### config.mk
export PLATFORM = sky130hd
export DESIGN_NAME = prs_pin_route_unit
export DESIGN_NICKNAME = d
export VERILOG_FILES = /design/src/inc/prs_pkg.sv /design/src/inc/prs_reg_if.sv /design/src/rtl/prs_avmm_slave.sv /design/src/rtl/prs_route_cell.sv /design/src/rtl/prs_pin_route_unit.sv
export VERILOG_INCLUDE_DIRS = /design/src /design/src/inc
export SDC_FILE = /design/constraint.sdc
export NUM_CORES = 1
export LEC_CHECK = 0
export ABC_AREA = 1
export BUFFER_PORTS_ARGS = -buffer_cell sky130_fd_sc_hd__buf_2
export CELL_PAD_IN_SITES_DETAIL_PLACEMENT = 0
export CELL_PAD_IN_SITES_GLOBAL_PLACEMENT = 1
export CORE_AREA = 2 2 130 132
export DETAILED_ROUTE_END_ITERATION = 7
export DIE_AREA = 0 0 132 134
export GPL_TIMING_DRIVEN = 0
export PLACE_DENSITY = 0.82
export SLEW_MARGIN = 25
export SYNTH_ARGS = -nofsm -noshare
export SYNTH_HDL_FRONTEND = slang
export SYNTH_HIERARCHICAL = 1
export SYNTH_SLANG_ARGS = --single-unit
export TNS_END_PERCENT = 5
### constraint.sdc
create_clock -name sys_clk -period 1.9 [get_ports sys_clk]
set_clock_uncertainty 0.2 [all_clocks]
set_input_delay 0.19 -clock sys_clk [delete_from_list [all_inputs] [get_ports sys_clk]]
set_output_delay 0.19 -clock sys_clk [all_outputs]
set_load 0.01 [all_outputs]
### src/inc/prs_map.svh
/*
 * Offsets, field positions, masks and channel numbers of the pin route unit.
 * Assumes inclusion by bare name before the modules that use it.
 */
`ifndef PRS_MAP_SVH
`define PRS_MAP_SVH
// Register indices
`define PRS_IDX_LUT_EVT 2'h0
`define PRS_IDX_SERIAL 2'h1
`define PRS_IDX_TIMER_A 2'h2
`define PRS_IDX_TIMER_B 2'h3
// Byte addresses, four times the index
`define PRS_ADDR_LUT_EVT 4'h0
`define PRS_ADDR_SERIAL 4'h4
`define PRS_ADDR_TIMER_A 4'h8
`define PRS_ADDR_TIMER_B 4'hC
// Reset value and writable bits per register
`define PRS_RESET_VAL 8'h00
`define PRS_MASK_LUT_EVT 8'h37
`define PRS_MASK_SERIAL 8'h15
`define PRS_MASK_TIMER_A 8'h3F
`define PRS_MASK_TIMER_B 8'h01
// Field positions
`define PRS_BIT_EVENT_LO 0
`define PRS_BIT_EVENT_HI 2
`define PRS_BIT_TABLE0 4
`define PRS_BIT_TABLE1 5
`define PRS_BIT_ASYNC 0
`define PRS_BIT_PERIPH 2
`define PRS_BIT_TWO_WIRE 4
`define PRS_BIT_TIMER_B 0
// Timer A waves; from this one up, split mode only
`define PRS_WAVE_COUNT 6
`define PRS_WAVE_SPLIT_LO 3
// Channel numbers on the routed vectors
`define PRS_CH_TABLE0 0
`define PRS_CH_TABLE1 1
`define PRS_CH_TXD 2
`define PRS_CH_RXD 3
`define PRS_CH_XCK 4
`define PRS_CH_MOSI 5
`define PRS_CH_SS 8
`define PRS_CH_SDA 9
`define PRS_CH_SCL 10
`define PRS_CH_WAVE0 11
`define PRS_CH_TIMER_B 17
`define PRS_CH_COUNT 18
`define PRS_EVENT_COUNT 3
`endif

### src/inc/prs_pkg.sv
/*
 * Types of the pin route unit.
 * Assumes nothing of its surroundings.
 */
`default_nettype none
package prs_pkg;
    typedef logic [7:0]  prs_byte_t;  // One route register
    typedef logic [31:0] prs_word_t;  // Bus data word
    typedef logic [1:0]  prs_index_t; // Register index
    // Bus slave states
    typedef enum {bus_idle, bus_answer} prs_bus_state_t;
endpackage
`default_nettype wire

### src/inc/prs_reg_if.sv
/*
 * Internal register access between bus slave and register file.
 * Assumes prs_pkg is compiled first.
 */
`timescale 1ns/1ps
`default_nettype none
interface prs_reg_if;
    logic               wr_stb; // Write pulse, answer cycle
    prs_pkg::prs_index_t index; // Register index
    prs_pkg::prs_byte_t  wdata;  // Write byte
    prs_pkg::prs_byte_t  rdata;  // Read byte of index
    // Bus side
    modport slave_side (output wr_stb, output index, output wdata, input rdata);
    // Register side
    modport reg_side (input wr_stb, input index, input wdata, output rdata);
endinterface
`default_nettype wire

### src/rtl/prs_avmm_slave.sv
/*
 * Avalon-MM slave with waitrequest for the route registers.
 * Assumes a master that holds its request until waitrequest is low.
 */
`timescale 1ns/1ps
`default_nettype none
`include "prs_map.svh"
module prs_avmm_slave #(
    parameter int ADDR_W = 4
) (
    input  wire logic               sys_clk,
    input  wire logic               rst_b,
    input  wire logic [ADDR_W-1:0]  avm_address,
    input  wire logic               avm_read,
    input  wire logic               avm_write,
    input  wire prs_pkg::prs_word_t avm_writedata,
    input  wire logic [3:0]         avm_byteenable,
    output var prs_pkg::prs_word_t  avm_readdata,
    output var logic                avm_waitrequest,
    prs_reg_if.slave_side           regs
);
    import prs_pkg::*;
    prs_bus_state_t state; // Handshake state
    logic           hit;   // Aligned word inside map
    // Refuse address buses too narrow for the map
    if (ADDR_W < 4)
    begin : g_chk
        $error("ADDR_W below 4");
    end
    // Decode aligned word, upper bits zero
    assign hit = (avm_address[1:0] == 2'h0) && ((avm_address >> 4) == '0);
    assign regs.index = avm_address[3:2];
    assign regs.wdata = avm_writedata[7:0];
    // Write lands at the edge that ends the answer cycle
    assign regs.wr_stb = (state == bus_answer) && avm_write && hit
                         && avm_byteenable[0];
    // One wait cycle, then one answer cycle
    always_ff @(posedge sys_clk or negedge rst_b)
    begin
        if (!rst_b)
        begin
            state <= bus_idle;
            avm_waitrequest <= 1'b1;
        end
        else
        begin
            case (state)
                bus_idle:
                    if (avm_read || avm_write)
                    begin
                        state <= bus_answer;
                        avm_waitrequest <= 1'b0;
                    end
                bus_answer:
                begin
                    state <= bus_idle;
                    avm_waitrequest <= 1'b1;
                end
                default:
                begin
                    state <= bus_idle;
                    avm_waitrequest <= 1'b1;
                end
            endcase
        end
    end
    // Read data captured for the answer cycle; unmapped reads zero
    always_ff @(posedge sys_clk or negedge rst_b)
    begin
        if (!rst_b)
            avm_readdata <= 32'h0;
        else if (state == bus_idle && avm_read)
            avm_readdata <= hit ? {24'h0, regs.rdata} : 32'h0;
    end
endmodule
`default_nettype wire

### src/rtl/prs_route_cell.sv
/*
 * One routed function: default or alternative pin, both ways.
 * Assumes the select is stable from the register file.
 */
`timescale 1ns/1ps
`default_nettype none
module prs_route_cell (
    input  wire logic sys_clk,
    input  wire logic rst_b,
    input  wire logic alt_sel,
    input  wire logic fn_out,
    input  wire logic fn_oe,
    input  wire logic def_in,
    input  wire logic alt_in,
    output var logic  fn_in,
    output var logic  def_out,
    output var logic  def_oe,
    output var logic  alt_out,
    output var logic  alt_oe
);
    // Unselected pin is released, so it falls back to port control
    always_ff @(posedge sys_clk or negedge rst_b)
    begin
        if (!rst_b)
        begin
            fn_in <= 1'b0;
            def_out <= 1'b0;
            def_oe <= 1'b0;
            alt_out <= 1'b0;
            alt_oe <= 1'b0;
        end
        else
        begin
            def_out <= fn_out & ~alt_sel;
            def_oe <= fn_oe & ~alt_sel;
            alt_out <= fn_out & alt_sel;
            alt_oe <= fn_oe & alt_sel;
            fn_in <= alt_sel ? alt_in : def_in;
        end
    end
endmodule
`default_nettype wire

### src/rtl/prs_pin_route_unit.sv
/*
 * Pin route unit: four route registers on Avalon-MM steer
 * peripheral functions between default and alternative pins,
 * and enable the three event output pins.
 * Assumes pin and peripheral signals synchronous to sys_clk.
 */
// Design decision made here: the Avalon-MM interface to the registers.
`timescale 1ns/1ps
`default_nettype none
`include "prs_map.svh"
module prs_pin_route_unit #(
    parameter int ADDR_W = 4
) (
    input  wire logic                      sys_clk,
    input  wire logic                      rst_b,
    input  wire logic [ADDR_W-1:0]         avm_address,
    input  wire logic                      avm_read,
    input  wire logic                      avm_write,
    input  wire prs_pkg::prs_word_t        avm_writedata,
    input  wire logic [3:0]                avm_byteenable,
    output var prs_pkg::prs_word_t         avm_readdata,
    output var logic                       avm_waitrequest,
    input  wire logic                      timer_a_split,
    input  wire logic [`PRS_CH_COUNT-1:0]  fn_out,
    input  wire logic [`PRS_CH_COUNT-1:0]  fn_oe,
    output var logic [`PRS_CH_COUNT-1:0]   fn_in,
    input  wire logic [`PRS_CH_COUNT-1:0]  def_pin_in,
    input  wire logic [`PRS_CH_COUNT-1:0]  alt_pin_in,
    output var logic [`PRS_CH_COUNT-1:0]   def_pin_out,
    output var logic [`PRS_CH_COUNT-1:0]   def_pin_oe,
    output var logic [`PRS_CH_COUNT-1:0]   alt_pin_out,
    output var logic [`PRS_CH_COUNT-1:0]   alt_pin_oe,
    input  wire logic [`PRS_EVENT_COUNT-1:0] event_in,
    output var logic [`PRS_EVENT_COUNT-1:0]  event_pin_out,
    output var logic [`PRS_EVENT_COUNT-1:0]  event_pin_oe
);
    import prs_pkg::*;

    // Route registers
    prs_byte_t route_a; // Tables and event pins
    prs_byte_t route_b; // Serial ports
    prs_byte_t route_c; // Timer A waves
    prs_byte_t route_d; // Timer B output

    // Per-channel alternative select
    logic [`PRS_CH_COUNT-1:0] sel;

    // High from the first edge after reset release
    logic was_run;

    // Link between bus slave and registers
    prs_reg_if reg_bus ();

    // Bus slave: handshake, decode, read capture
    prs_avmm_slave #(
        .ADDR_W (ADDR_W)
    ) u_slave (
        .sys_clk         (sys_clk),
        .rst_b           (rst_b),
        .avm_address     (avm_address),
        .avm_read        (avm_read),
        .avm_write       (avm_write),
        .avm_writedata   (avm_writedata),
        .avm_byteenable  (avm_byteenable),
        .avm_readdata    (avm_readdata),
        .avm_waitrequest (avm_waitrequest),
        .regs            (reg_bus)
    );

    // Table and event register; reserved bits dropped
    always_ff @(posedge sys_clk or negedge rst_b)
    begin
        if (!rst_b)
            route_a <= `PRS_RESET_VAL;
        else if (reg_bus.wr_stb && reg_bus.index == `PRS_IDX_LUT_EVT)
            route_a <= reg_bus.wdata & `PRS_MASK_LUT_EVT;
    end

    // Serial port register
    always_ff @(posedge sys_clk or negedge rst_b)
    begin
        if (!rst_b)
            route_b <= `PRS_RESET_VAL;
        else if (reg_bus.wr_stb && reg_bus.index == `PRS_IDX_SERIAL)
            route_b <= reg_bus.wdata & `PRS_MASK_SERIAL;
    end

    // Timer A wave register
    always_ff @(posedge sys_clk or negedge rst_b)
    begin
        if (!rst_b)
            route_c <= `PRS_RESET_VAL;
        else if (reg_bus.wr_stb && reg_bus.index == `PRS_IDX_TIMER_A)
            route_c <= reg_bus.wdata & `PRS_MASK_TIMER_A;
    end

    // Timer B register
    always_ff @(posedge sys_clk or negedge rst_b)
    begin
        if (!rst_b)
            route_d <= `PRS_RESET_VAL;
        else if (reg_bus.wr_stb && reg_bus.index == `PRS_IDX_TIMER_B)
            route_d <= reg_bus.wdata & `PRS_MASK_TIMER_B;
    end

    // Read mux; stored values already hold zeros in reserved bits
    always_comb
    begin
        case (reg_bus.index)
            `PRS_IDX_LUT_EVT: reg_bus.rdata = route_a;
            `PRS_IDX_SERIAL:  reg_bus.rdata = route_b;
            `PRS_IDX_TIMER_A: reg_bus.rdata = route_c;
            `PRS_IDX_TIMER_B: reg_bus.rdata = route_d;
            default:          reg_bus.rdata = `PRS_RESET_VAL;
        endcase
    end

    // Select per channel from the route fields
    always_comb
    begin
        sel = '0;
        // Logic table outputs
        sel[`PRS_CH_TABLE0] = route_a[`PRS_BIT_TABLE0];
        sel[`PRS_CH_TABLE1] = route_a[`PRS_BIT_TABLE1];
        // Async serial: transmit, receive, clock
        for (int k = `PRS_CH_TXD; k <= `PRS_CH_XCK; k++)
        begin
            sel[k] = route_b[`PRS_BIT_ASYNC];
        end
        // Peripheral port: data out, data in, clock, select
        for (int k = `PRS_CH_MOSI; k <= `PRS_CH_SS; k++)
        begin
            sel[k] = route_b[`PRS_BIT_PERIPH];
        end
        // Two-wire port: data and clock move together
        sel[`PRS_CH_SDA] = route_b[`PRS_BIT_TWO_WIRE];
        sel[`PRS_CH_SCL] = route_b[`PRS_BIT_TWO_WIRE];
        // Waves 0-2: honoured in both timer modes
        for (int k = 0; k < `PRS_WAVE_SPLIT_LO; k++)
        begin
            sel[`PRS_CH_WAVE0 + k] = route_c[k];
        end
        // Waves 3-5: only exist in split mode
        for (int k = `PRS_WAVE_SPLIT_LO; k < `PRS_WAVE_COUNT; k++)
        begin
            sel[`PRS_CH_WAVE0 + k] = route_c[k] & timer_a_split;
        end
        // Timer B output
        sel[`PRS_CH_TIMER_B] = route_d[`PRS_BIT_TIMER_B];
    end

    // One route cell per channel
    genvar ch;
    generate
        for (ch = 0; ch < `PRS_CH_COUNT; ch++)
        begin : g_cell
            prs_route_cell u_cell (
                .sys_clk (sys_clk),
                .rst_b   (rst_b),
                .alt_sel (sel[ch]),
                .fn_out  (fn_out[ch]),
                .fn_oe   (fn_oe[ch]),
                .def_in  (def_pin_in[ch]),
                .alt_in  (alt_pin_in[ch]),
                .fn_in   (fn_in[ch]),
                .def_out (def_pin_out[ch]),
                .def_oe  (def_pin_oe[ch]),
                .alt_out (alt_pin_out[ch]),
                .alt_oe  (alt_pin_oe[ch])
            );
        end
    endgenerate

    // Event pins: driven only while enabled, else released
    always_ff @(posedge sys_clk or negedge rst_b)
    begin
        if (!rst_b)
        begin
            event_pin_out <= '0;
            event_pin_oe <= '0;
        end
        else
        begin
            event_pin_oe <= route_a[`PRS_BIT_EVENT_HI:`PRS_BIT_EVENT_LO];
            event_pin_out <= event_in
                             & route_a[`PRS_BIT_EVENT_HI:`PRS_BIT_EVENT_LO];
        end
    end

    // Run marker, keeps checks off reset-time samples
    always_ff @(posedge sys_clk or negedge rst_b)
    begin
        if (!rst_b)
            was_run <= 1'b0;
        else
            was_run <= 1'b1;
    end

    // Default pin follows the function, alternative pin idle
    generate
        for (ch = 0; ch < `PRS_CH_COUNT; ch++)
        begin : g_chk

        end
    endgenerate
endmodule
`default_nettype wire

==> results.ini <==
[timing]
hold_violations=0
rsz0062_at_grt=no
min_period_over_period_pct=91.5
hold_slack_ps=49.0
slew_headroom_pct=45.9
fmax_mhz=575
finalSetupViolations=0
tightestPinTransition_ps=811
slew_violations=0
post-route-min-period_ps=1740

[yosys]
syn_avg_cell_area_um2=9.42
yosysWarnings=6
netlist_area_um2=4640
synth_cells=492

[power_and_ir_drop]
leakage_nw=4.52
power.density_nw_per_um2=992
total_power_mw=7.52
max-vdd-ir-drop_mv=0.578

[drt]
drtPass1Iterations=4
drc=0
drtIter0Drc=152
ant_nets=0
vias=3972
wl_um=11900
wl_per_cell_um=11.4
vias_per_cell=3.79

[global_routing]
overflow=0
grt_usage_pct=14.2
grt_max_degree=65
grt_pass1_wl_um=19500
antenna_found_initial=0
first_global_vias=4079

[hold_path]
min_from=avm_address[2]
hold_depth=5
hold_class=primary input to flop
min_to=route_a[1]$_DFFE_PN0P_

[worst_setup_path]
crit_arrival_ps=1830
r2r_slack_ps=160
reg2reg_from=u_slave/state[0]$_DFFE_PN0P_
cp-end-kind=flop
critPathMaxFanout=8
setup.worst_path.start_class=flop
worstPathRequired_ps=1990
criticalPathCategory=flop to flop
worstReg2RegEnd=route_a[2]$_DFFE_PN0P_
r2r_cells=5

[place]
place_inst=924
gp_congestion=0.741
io_buffers=187
hpwl_um=8060

[clock_network]
cts.sink_count=121
cts_buffer_depth=2
root_buffer=clkbuf_16
cts_inserted_buffers=17
cts_setup_buffers=0
clk_latency_ps=410
path_clk_slew_ps=50
htreeDepth=4
cts_tree=yes

[final_layout]
n_fill_cell=1584
syn2layout_area_growth_pct=63.5
nets=938
antenna_cells=0
layout.cells.non_filler=1049
drive_gt1_share_pct=32.2
post-route-util_pct=46.5

[floorplan]
core_area_um2=16300
start_util_pct=28.5
io_pins=249
row_count=47
dieArea_um2=17700
die_x_um=132
fp.dieH_um=134

[outcome]
status=finished clean

[job]
max_cap_violations=0

[flip-flops by register name, summed over array words and instances, names as in the netlist]
| name | count |
|---|---|
| route_b | 3 |
| g_cell.u_cell/def_out | 18 |
| route_c | 6 |
| g_cell.u_cell/alt_oe | 18 |
| g_cell.u_cell/fn_in | 18 |
| u_slave/avm_readdata | 8 |
| g_cell.u_cell/def_oe | 18 |
| route_a | 5 |
| g_cell.u_cell/alt_out | 18 |
| u_slave/state | 1 |
| event_pin_oe | 3 |
| event_pin_out | 3 |
| route_d | 1 |
| u_slave/avm_waitrequest | 1 |
[per-stage QoR]
stage               instance area (µm²)  TNS [ps]  setup slack (ps)
floorplan                          4730         0              37.6
global placement                   5940   -136100             -1090
detailed placement                 5980     -51.6             -20.2
CTS                                7580         0              54.3
global route                       7580         0              16.4
finish                             7580         0               161
[worst max-delay path, stage by stage (launching register included)]
cell and delay [ps]:
dfrtp_1 440, nand3_1 180, nor3_4 420, nand2_2 220
nand2_1 100, o21ai_1 60
[how the worst max path moves through the flow]
stage,startpoint,end,slack [ps]
final,u_slave/state[0]$_DFFE_PN0P_,route_a[2]$_DFFE_PN0P_,160
after detailed placement,u_slave/state[0]$_DFFE_PN0P_,route_a[4]$_DFFE_PN0P_,-20
after global placement,rst_b,g_cell[2].u_cell/fn_in$_DFF_PN0_,-1090
after global routing,u_slave/state[0]$_DFFE_PN0P_,route_a[2]$_DFFE_PN0P_,20
after CTS,route_b[0]$_DFFE_PN0P_,g_cell[4].u_cell/fn_in$_DFF_PN0_,50
after floorplan,u_slave/state[0]$_DFFE_PN0P_,route_b[2]$_DFFE_PN0P_,40
[layout by cell type, fill, tap and decap left out, types with 4 or more instances in the layout]
master / instances
buf_2: 186
buf_4: 33
bufinv_16: 5
clkbuf_16: 17
clkinv_2: 4
conb_1: 26
dfrtp_1: 119
dlygate4sd3_1: 95
inv_1: 101
inv_2: 4
nand2_1: 154
nand3_1: 19
nor2_1: 39
o21ai_1: 7
[what timing repair did]
action	in CTS	in global routing
endpoints found under the hold margin	239	0
pin swaps	0	0
hold buffers	95	0
gates resized for setup	1	1
endpoints found under the setup margin	5	3
[metal layers]
| layer | up-vias | wire [µm] | global-route usage, % | part of all wire, % |
|---|---|---|---|---|
| met5 | - | 0 | 0 | 0 |
| met4 | 0 | 282 | 6.76 | 2.4 |
| met3 | 22 | 851 | 4.80 | 7.1 |
| met2 | 154 | 5820 | 23.9 | 49 |
| met1 | 1780 | 4980 | 16.3 | 42 |
| li1 | 2016 | - | - | - |
[power breakdown]
group / switching (mW) / leakage, nW / internal, mW / total, mW
sequential: 0.171 / 1.55 / 2.83 / 3.00
combinational: 0.517 / 2.65 / 0.513 / 1.03
clock: 1.08 / 0.319 / 2.41 / 3.49
total: 1.77 / 4.52 / 5.75 / 7.52
[layout make-up]
class / instances / area (µm²) / area share, %
sequential: 121 / 3030 / 40.0
timing repair buffer: 283 / 1920 / 25.4
multi-input combinational: 256 / 1060 / 14.0
clock buffer: 21 / 470 / 6.21
inverter: 106 / 400 / 5.28
tap: 220 / 275 / 3.63
buffer: 33 / 248 / 3.27
clock inverter: 9 / 170 / 2.25
Power figures use the tool's default switching activity.
